**config.mk**
```make
export PLATFORM = sky130hd
export DESIGN_NAME = fop_top
export DESIGN_NICKNAME = d
export VERILOG_FILES = /design/src/hdl/fop_pkg.sv /design/src/hdl/fop_top.sv /design/src/hdl/fop_edge.sv /design/src/hdl/fop_flag.sv
export SDC_FILE = /design/constraint.sdc
export NUM_CORES = 1
export LEC_CHECK = 0
export ABC_AREA = 1
export CAP_MARGIN = 30
export CORE_MARGIN = 1.5
export CORE_UTILIZATION = 25
export DETAILED_ROUTE_END_ITERATION = 10
export DONT_BUFFER_PORTS = 1
export PLACE_DENSITY = 0.35
export SYNTH_ARGS = -nofsm -noshare
export SYNTH_HDL_FRONTEND = slang
export SYNTH_SLANG_ARGS = --single-unit
```
**constraint.sdc**
```tcl
create_clock -name clk -period 6.9 [get_ports clk]
set_clock_uncertainty 0.15 [all_clocks]
set_input_delay 0.69 -clock clk [delete_from_list [all_inputs] [get_ports clk]]
set_output_delay 0.69 -clock clk [all_outputs]
set_load 0.01 [all_outputs]
```
**src/hdl/fop_pkg.sv**
```systemverilog
// Constants shared by the offset programming block
package fop_pkg;
    localparam int DATA_W = 9;
    localparam int LOW_W = 8;
    localparam int HIGH_W_MAX = 7;
    localparam int NUM_REGS = 4;
    localparam int PTR_W = 2;
    localparam int BIT_W = 3;
    localparam logic [PTR_W-1:0] IDX_EMPTY_LOW = 2'h0;
    localparam logic [PTR_W-1:0] IDX_EMPTY_HIGH = 2'h1;
    localparam logic [PTR_W-1:0] IDX_FULL_LOW = 2'h2;
    localparam logic [PTR_W-1:0] IDX_FULL_HIGH = 2'h3;
    localparam logic [LOW_W-1:0] PAR_RESET_LOW = 8'h7F;
    localparam logic [LOW_W-1:0] PAR_RESET_HIGH = 8'h00;
    localparam logic [LOW_W-1:0] SER_RESET_LOW = 8'hFF;
    localparam logic [LOW_W-1:0] SER_RESET_HIGH = 8'h03;
    localparam int FLAG_LATENCY = 2;
    typedef enum logic {
        FOP_LOAD_PARALLEL = 1'b0,
        FOP_LOAD_SERIAL = 1'b1
    } fop_load_t;
endpackage

```
**src/hdl/fop_top.sv**
```systemverilog
// Offset register programming, readback and partial flags
//
// Behaviour
// - Serial and select both low: one serial bit shifts in per write clock edge.
// - Serial enable high (serial method): offset registers hold, no bits loaded.
// - Output enable low drives output register; high floats the data bus.
// - Select at master reset: low parallel with 07FH, high serial with 3FFH.
// - Only the loading method chosen at master reset may write offsets.
// - Offsets may always be read back in parallel, either method.
// - Separate write and read pointers; master reset zeroes them, partial reset not.
// - Serial order empty low, empty high, full low, full high; 28 or 30 bits.
// - Parallel writes fill the four registers in order, fifth wraps.
// - Memory writes allowed during parallel programming; select low resumes sequence.
// - Serial programming may pause and resumes at the next bit.
// - Flag valid after its pair written (parallel) or all bits (serial).
// - Full flag valid two write edges later, empty two read edges (plus skew).
// - Parallel reads return the four registers in order, fifth wraps.
// - Readback may pause; resumes at the next register when enables low.
// - Each flag threshold comes from its own low and high register pair.
// - Parallel programming need not be one uninterrupted burst.
// - Almost full flag goes low when fill level reaches full threshold.
`timescale 1ns/100ps
module fop_top #(
    parameter int HIGH_W = 7,
    parameter int DEPTH = 32768,
    parameter int COUNT_W = 16,
    parameter bit SKEW_MET = 1'b1
) (
    input wire logic clk,
    input wire logic reset_n,
    input wire logic partial_reset_n,
    input wire logic write_clk,
    input wire logic read_clk,
    input wire logic register_select_n,
    input wire logic write_enable_n,
    input wire logic read_enable_n,
    input wire logic serial_load_enable_n,
    input wire logic output_drive_enable_n,
    input wire logic mode_or_serial_in,
    input wire logic [fop_pkg::DATA_W-1:0] data_in_bus,
    input wire logic [fop_pkg::DATA_W-1:0] memory_read_data,
    input wire logic [COUNT_W-1:0] fifo_word_count,
    output logic [fop_pkg::DATA_W-1:0] data_out_bus,
    output logic data_out_oe,
    output logic memory_write_strobe,
    output logic memory_read_strobe,
    output logic fall_through_mode,
    output logic serial_mode,
    output logic almost_empty_flag_n,
    output logic almost_full_flag_n,
    output logic almost_empty_valid,
    output logic almost_full_valid
);
    localparam int OFF_W = fop_pkg::LOW_W + HIGH_W;
    localparam int EMPTY_LAT = fop_pkg::FLAG_LATENCY + (SKEW_MET ? 0 : 1);

    initial begin
        if (HIGH_W < 6 || HIGH_W > fop_pkg::HIGH_W_MAX) begin
            $error("fop_top: HIGH_W must be 6 or 7");
        end
        if (DEPTH < 2 || DEPTH >= (1 << COUNT_W) * 2) begin
            $error("fop_top: DEPTH does not fit COUNT_W");
        end
    end

    logic [fop_pkg::LOW_W-1:0] thr_reg [fop_pkg::NUM_REGS];
    logic [fop_pkg::PTR_W-1:0] wr_ptr_reg;
    logic [fop_pkg::PTR_W-1:0] rd_ptr_reg;
    logic [fop_pkg::BIT_W-1:0] bit_idx_reg;
    fop_pkg::fop_load_t load_mode_reg;
    logic fall_through_reg;
    logic [fop_pkg::DATA_W-1:0] out_reg;
    logic [fop_pkg::NUM_REGS-1:0] written_reg;
    logic wr_rise;
    logic rd_rise;
    logic par_wr;
    logic ser_wr;
    logic reg_rd;
    logic mem_wr;
    logic mem_rd;
    logic ser_last_bit;
    logic empty_ready;
    logic full_ready;
    logic [OFF_W-1:0] empty_off;
    logic [OFF_W-1:0] full_off;
    logic [COUNT_W:0] count_ext;
    logic [COUNT_W:0] full_level;
    logic empty_active;
    logic full_active;

    // Width of the register at a pointer position
    function automatic logic [fop_pkg::BIT_W:0] reg_bits(input logic [fop_pkg::PTR_W-1:0] idx);
        if (idx == fop_pkg::IDX_EMPTY_HIGH || idx == fop_pkg::IDX_FULL_HIGH) begin
            return (fop_pkg::BIT_W+1)'(HIGH_W);
        end
        return (fop_pkg::BIT_W+1)'(fop_pkg::LOW_W);
    endfunction

    // Mask of storable bits at a pointer position
    function automatic logic [fop_pkg::LOW_W-1:0] reg_mask(input logic [fop_pkg::PTR_W-1:0] idx);
        logic [fop_pkg::LOW_W-1:0] m;
        m = '1;
        if (reg_bits(idx) != (fop_pkg::BIT_W+1)'(fop_pkg::LOW_W)) begin
            m = m >> (fop_pkg::LOW_W - HIGH_W);
        end
        return m;
    endfunction

    fop_edge u_wr_edge (
        .clk(clk),
        .reset_n(reset_n),
        .level(write_clk),
        .rise(wr_rise)
    );

    fop_edge u_rd_edge (
        .clk(clk),
        .reset_n(reset_n),
        .level(read_clk),
        .rise(rd_rise)
    );

    // Access decode
    assign par_wr = wr_rise && !register_select_n && !write_enable_n
                    && load_mode_reg == fop_pkg::FOP_LOAD_PARALLEL;
    assign ser_wr = wr_rise && !register_select_n && !serial_load_enable_n
                    && load_mode_reg == fop_pkg::FOP_LOAD_SERIAL;
    assign mem_wr = wr_rise && register_select_n && !write_enable_n;
    assign reg_rd = rd_rise && !register_select_n && !read_enable_n;
    assign mem_rd = rd_rise && register_select_n && !read_enable_n;
    assign ser_last_bit = bit_idx_reg == 3'(reg_bits(wr_ptr_reg) - 1'b1);

    // Loading method and timing mode caught at master reset
    always_ff @(posedge clk) begin
        if (!reset_n) begin
            load_mode_reg <= register_select_n ? fop_pkg::FOP_LOAD_SERIAL
                                               : fop_pkg::FOP_LOAD_PARALLEL;
            fall_through_reg <= mode_or_serial_in;
        end
    end

    // Offset storage
    always_ff @(posedge clk) begin
        if (!reset_n) begin
            for (int i = 0; i < fop_pkg::NUM_REGS; i++) begin
                if (i[0]) begin
                    thr_reg[i] <= register_select_n ? fop_pkg::SER_RESET_HIGH
                                                    : fop_pkg::PAR_RESET_HIGH;
                end else begin
                    thr_reg[i] <= register_select_n ? fop_pkg::SER_RESET_LOW
                                                    : fop_pkg::PAR_RESET_LOW;
                end
            end
        end else if (par_wr) begin
            thr_reg[wr_ptr_reg] <= data_in_bus[fop_pkg::LOW_W-1:0] & reg_mask(wr_ptr_reg);
        end else if (ser_wr) begin
            thr_reg[wr_ptr_reg][bit_idx_reg] <= mode_or_serial_in;
        end
    end

    // Write pointer, shared by both loading methods
    always_ff @(posedge clk) begin
        if (!reset_n) begin
            wr_ptr_reg <= fop_pkg::IDX_EMPTY_LOW;
        end else if (par_wr || (ser_wr && ser_last_bit)) begin
            wr_ptr_reg <= wr_ptr_reg + 1'b1;
        end
    end

    // Serial bit position within the current register
    always_ff @(posedge clk) begin
        if (!reset_n) begin
            bit_idx_reg <= '0;
        end else if (ser_wr) begin
            bit_idx_reg <= ser_last_bit ? '0 : bit_idx_reg + 1'b1;
        end
    end

    // Read pointer
    always_ff @(posedge clk) begin
        if (!reset_n) begin
            rd_ptr_reg <= fop_pkg::IDX_EMPTY_LOW;
        end else if (reg_rd) begin
            rd_ptr_reg <= rd_ptr_reg + 1'b1;
        end
    end

    // Output register
    always_ff @(posedge clk) begin
        if (!reset_n) begin
            out_reg <= '0;
        end else if (reg_rd) begin
            out_reg <= {1'b0, thr_reg[rd_ptr_reg]};
        end else if (mem_rd) begin
            out_reg <= memory_read_data;
        end
    end

    // Completion tracking for flag validity
    always_ff @(posedge clk) begin
        if (!reset_n) begin
            written_reg <= '1;
        end else if (ser_wr) begin
            written_reg <= (ser_last_bit && wr_ptr_reg == fop_pkg::IDX_FULL_HIGH)
                           ? '1 : '0;
        end else if (par_wr) begin
            if (!wr_ptr_reg[0]) begin
                written_reg[wr_ptr_reg] <= 1'b1;
                written_reg[wr_ptr_reg + 1'b1] <= 1'b0;
            end else begin
                written_reg[wr_ptr_reg] <= 1'b1;
            end
        end
    end

    assign empty_ready = written_reg[fop_pkg::IDX_EMPTY_LOW]
                         && written_reg[fop_pkg::IDX_EMPTY_HIGH];
    assign full_ready = written_reg[fop_pkg::IDX_FULL_LOW]
                        && written_reg[fop_pkg::IDX_FULL_HIGH];

    // Thresholds from each flag's register pair
    assign empty_off = {thr_reg[fop_pkg::IDX_EMPTY_HIGH][HIGH_W-1:0],
                        thr_reg[fop_pkg::IDX_EMPTY_LOW]};
    assign full_off = {thr_reg[fop_pkg::IDX_FULL_HIGH][HIGH_W-1:0],
                       thr_reg[fop_pkg::IDX_FULL_LOW]};
    assign count_ext = {1'b0, fifo_word_count};
    assign full_level = (COUNT_W+1)'(DEPTH) - (COUNT_W+1)'(full_off);
    assign empty_active = count_ext <= (COUNT_W+1)'(empty_off);
    assign full_active = count_ext >= full_level;

    fop_flag #(
        .LATENCY(fop_pkg::FLAG_LATENCY)
    ) u_full_flag (
        .clk(clk),
        .reset_n(reset_n),
        .partial_reset_n(partial_reset_n),
        .step(wr_rise),
        .ready(full_ready),
        .active(full_active),
        .flag_n(almost_full_flag_n),
        .valid(almost_full_valid)
    );

    fop_flag #(
        .LATENCY(EMPTY_LAT)
    ) u_empty_flag (
        .clk(clk),
        .reset_n(reset_n),
        .partial_reset_n(partial_reset_n),
        .step(rd_rise),
        .ready(empty_ready),
        .active(empty_active),
        .flag_n(almost_empty_flag_n),
        .valid(almost_empty_valid)
    );

    assign data_out_bus = out_reg;
    assign data_out_oe = !output_drive_enable_n;
    assign memory_write_strobe = mem_wr;
    assign memory_read_strobe = mem_rd;
    assign fall_through_mode = fall_through_reg;
    assign serial_mode = load_mode_reg == fop_pkg::FOP_LOAD_SERIAL;
endmodule

```
**src/hdl/fop_edge.sv**
```systemverilog
// Rising edge detector for a sampled clock-like input
`timescale 1ns/100ps
module fop_edge (
    input wire logic clk,
    input wire logic reset_n,
    input wire logic level,
    output logic rise
);
    logic prev_reg;

    always_ff @(posedge clk) begin
        if (!reset_n) begin
            prev_reg <= 1'b1;
        end else begin
            prev_reg <= level;
        end
    end

    assign rise = level & ~prev_reg;
endmodule

```
**src/hdl/fop_flag.sv**
```systemverilog
// Partial flag with validity delay counted in edges of its own side
`timescale 1ns/100ps
module fop_flag #(
    parameter int LATENCY = 2
) (
    input wire logic clk,
    input wire logic reset_n,
    input wire logic partial_reset_n,
    input wire logic step,
    input wire logic ready,
    input wire logic active,
    output logic flag_n,
    output logic valid
);
    logic [LATENCY-1:0] valid_sr_reg;
    logic flag_reg;

    initial begin
        if (LATENCY < 1 || LATENCY > 8) begin
            $error("fop_flag: LATENCY out of range");
        end
    end

    // Validity ripples through further edges after the offsets complete
    always_ff @(posedge clk) begin
        if (!reset_n || !partial_reset_n || !ready) begin
            valid_sr_reg <= '0;
        end else if (step) begin
            valid_sr_reg <= {valid_sr_reg[LATENCY-2 >= 0 ? LATENCY-2 : 0:0], 1'b1};
        end
    end

    always_ff @(posedge clk) begin
        if (!reset_n) begin
            flag_reg <= 1'b1;
        end else if (step) begin
            flag_reg <= ~active;
        end
    end

    assign valid = valid_sr_reg[LATENCY-1];
    assign flag_n = valid ? flag_reg : 1'b1;
endmodule

```
After elaboration in Yosys (flattened, before gate mapping). Memories as Yosys holds them, arrays and structs flattened. A register that Yosys moved wholly into a read port is not among the register bits. Index checks and enable logic that the tools add are counted.

Register bits: 30. Memory bits (writable): 32. Input port bits: 45. Memories: 1.

Memory list: thr_reg (depth 4, bits a word 8, rd ports 5, clocked after Yosys merged registers in 1, write ports 4, line fop_top.sv:66) `logic [fop_pkg::LOW_W-1:0] thr_reg [fop_pkg::NUM_REGS];`.

Add/subtract/negate cells: 5. Order comparisons: 8. Eq/ne operators: 4. Mux-type cells: 50. Bitwise operators: 20. Reduce and logical (&&, ||, !) cells: 36.

Operators by type and width (number): $mux 8 (9); $mux 4 (8); $mux 1 (24); $logic_and 1x1->1 (18); $ge 16x17->1 (1); $sub 16x15->17 const A (1); $le 16x15->1 (1); $logic_not 1->1 (9); $and 8x8->8 (1); $mux 2 (4); $or 1x1->1 (8); $reduce_or 8->1 (1); $lt 2x3->1 const B (2); $mux 3 (2); $not 1->1 (6); $logic_or 1x1->1 (5); $add 2x1->2 const B (2); $and 4x4->4 (1); $demux 1 s2 (2); $ge 2x1->1 const B (2); $lt 3x4->1 const B (1); $ne 4x4->1 const B (1); $not 4->4 (1); $or 4x4->4 (1); other kinds (10) (12).

Logic depth before layout (Yosys ltp).
Word-level depth: 17. Mapped depth: 17.

Cells and area by module. Synthesis repeated with hierarchy kept, for this count alone.

Cell total of the unflattened synthesis: 600. Area, all modules: 4379.2 um^2.

Modules (own cells, without submodules): fop_top (times used 1, cells an instance 560, area each 4078.9 um^2, seq. area each 1461.4 um^2); fop_flag (times used 2, cells an instance 16, area each 116.4 um^2, seq. area each 60.1 um^2); fop_edge (times used 2, cells an instance 4, area each 33.8 um^2, seq. area each 20.0 um^2).

Worst setup path before layout. Ideal clock, no wire load.

Kind: reg-to-reg. Start point: memory thr_reg[2][0] (netlist name). End point: register u_full_flag.flag_reg. Data arrival time: 2.351 ns. Required time: 6.627 ns. Slack: 4.276 ns. Cell stages (with the launch flop): 15. Path buffers: 0. Clock period less this slack: 2.624 ns. Cells stage by stage: edfxtp_1 inv_1 ha_1 nand3_1 nor3_1 nand3_1 nor2_1 nand2_1 xor2_1 ha_1 nand2_1 nor3_1 nand4_1 nand4_1 o21ai_0.

RTL lines: from (decl) (line fop_top.sv:66); to (signal assigned) (line fop_flag.sv:37) `flag_reg <= ~active;`; to (decl) (line fop_flag.sv:16) `logic flag_reg;`.

==> results.md <==
- Max VDD drop: 0.0780 mV
- Pin count of the biggest net entering global routing: 42
- Via density per instance: 4.59
- Max-slew violation count: 0
- Global-route met1 utilization: 19.2%
- Setup bufs post-CTS: 0
- Drt first pass iters: 4
- F_max: 295 MHz
- Die Height: 136 microns
- Port-buffer cells: 0
- Worst Setup End Kind: flip-flop
- Max FFs per register: 32
- Cell Rows: 48
- Unrepaired setup endpoints after global routing: no
- Reg2Reg Depth: 14
- DP Worst Slack: 3.44 ns
- Min cycle time layout: 3.39 ns
- Max-slew headroom: 56.3%
- Initial cell density of the core: 25.5%
- Netlist Area Pre-Place: 0.00439 sq mm
- Final Cycle Share: 49.1%
- Most common cell after layout, fill and taps aside: nand2_1
- DP Area: 0.00459 sq mm
- CP max FO: 3
- Die width: 136 microns
- Core ar.: 0.0172 sq mm
- Final wirelength: 13,500 microns
- GRT met2 Usage: 25.5%
- WS Path Type: reg -> reg
- Flip-flop and latch area: 0.00162 sq mm
- Worst path required time: 6.97 ns
- Final nets: 678
- Setup TNS: 0 ns
- Post-cts resize count: 0
- Commonest non-fill, non-tap cells in the layout: nand2_1 (134), inv_1 (93), o21ai_0 (62)
- Final Hold Fails: 0
- Area grow syn2layout: 11.7%
- DR DRC count: 0
- CTS sink cnt: 64
- Final setup vio count: 0
- Post-synth ARST share: 0%
- Setup WS post-layout: 3.51 ns
- Seq/Total Area, Yosys: 36.9%
- Power per cell area: 198 mW/mm^2
- Synthesized flop and latch total: 64
- IO Pins: 63
- Initial antenna violation count: 0
- Maxcap violations: 0
- First-pass GRT wire length: 20,700 microns
- Syn Inst Count: 600
- Worst Setup Start Kind: flip-flop
- Hold Path Depth: 1
- Num CTS Buffers: 9
- Fill cells: 1,874
- Layer with the highest usage: met2
- Die Area: 0.0184 sq mm
- Clk Latency, worst-skew pair: 0.34 ns
- Number of synthesized flops with an enable pin: 34
- Final RePlAce weighted congestion: 0.788
- Yosys warning total: 0
- Status: finished, final reports clean
- Syn_nets: 682
- Hold Path Class: in -> reg
- Vias: 3,792
- Hold Buf Count CTS: 0
- CP arrival: 3.45 ns
- Pleak: 2.18 nW
- Post-synth cell types: 33
- Total gr overflow: 0
- Initial DRC count: 215
- H-Tree Depth: 3
- Vias in the first global route: 3,686
- Area of the multi-input gates: 0.00232 sq mm
- CTS max path bufs: 2
- Fin area: 0.00490 sq mm
- Final core occ: 28.4%
- CTS tree: built
- Wire per inst: 16.3 microns
- Tot Pwr: 0.971 mW
- GRT Overall Usage: 15.4%
- Syn Area/Cell: 7.32 sq um
- Layout cells sized above 1: 5.16%
- GRT met3 Usage: 3.55%
- Number of routed nets with antenna violations: 0
- Slew of the pin with the lowest slew margin: 0.653 ns
- CTS clk-pin slew, worst paths: 0.05 ns
- CTS Root Cell: clkbuf_16
- Final HPWL from detailed placement: 10,700 microns
- # diodes: 0
- Predominant post-synthesis flop cell: edfxtp_1
## cells by family (layout without fill, tap and decap cells)
| kind of cell | after synthesis | count (layout) | share of synthesized area, % |
|---|---|---|---|
| adders and majority gates | 37 | 37 | 10.5 |
| and+or+nand+nor | 246 | 246 | 24.5 |
| AOI/OAI and AO/OA | 130 | 130 | 15.7 |
| xor gates and xnor gates | 11 | 11 | 2.19 |
| buffers and inverters | 112 | 113 | 10.1 |
| DFF | 64 | 64 | 36.9 |
## synthesized netlist by cell type (3+ instances only)
master / instances / area, sq um
nor2_1: 48 / 180
clkbuf_1: 11 / 41.3
a31oi_1: 11 / 68.8
nand3_1: 25 / 125
inv_1: 93 / 349
nand2_1: 134 / 503
o21ai_1: 3 / 15.0
nand4_1: 14 / 87.6
xnor2_1: 3 / 26.3
ha_1: 37 / 463
nor3_1: 12 / 60.1
dfxtp_1: 30 / 601
o21ai_0: 62 / 310
edfxtp_1: 34 / 1020
xor2_1: 8 / 70.1
nand2_2: 3 / 18.8
o21bai_1: 4 / 30.0
buf_6: 3 / 33.8
a21oi_1: 44 / 220
o211ai_1: 3 / 22.5
## worst max-delay path, cell delays in order, from the launching register on
cell and delay [ns]:
edfxtp_1 0.40, inv_1 0.11, ha_1 0.19, nand3_1 0.13
nor3_1 0.26, nand3_1 0.18, nor2_1 0.24, nand2_1 0.12
xor2_1 0.17, ha_1 0.32, nand2_1 0.07, nor3_1 0.36
nand4_1 0.21, nand4_1 0.25, o21ai_0 0.11
## power breakdown
group	leakage (nW)	switching (mW)	internal, mW
registers	0.541	0.00915	0.412
logic	1.48	0.0529	0.0277
clock network	0.159	0.174	0.295
## through the flow
stage,hold slack [ns],instances
2_1_floorplan,0.283,600
3_3_place_gp,0.297,810
3_5_place_dp,0.302,810
4_1_cts,0.253,826
5_1_grt,0.252,826
6_report,0.269,826
## worst paths after layout
kind	slack, ns	from	endpoint
max	3.51	thr_reg[2][0]	u_full_flag.flag_reg
min	0.27	reset_n	u_wr_edge.prev_reg
max reg2reg	3.51	thr_reg[2][0]	u_full_flag.flag_reg
min reg2reg	0.30	rd_ptr_reg[1]	flip-flop
## layout make-up
cell class | instances | share of cell area, %
multi-input combinational | 424 | 47.4
tap | 225 | 5.74
clock buffer | 12 | 5.90
inverter | 97 | 7.43
clock inverter | 4 | 0.434
sequential | 64 | 33.1
## routing by layer
layer	routed length (microns)	vias to the layer above
li1	-	1981
met1	6220	1729
met2	6370	66
met3	605	16
met4	266	0
met5	0	-
Power figures use the tool's default switching activity.
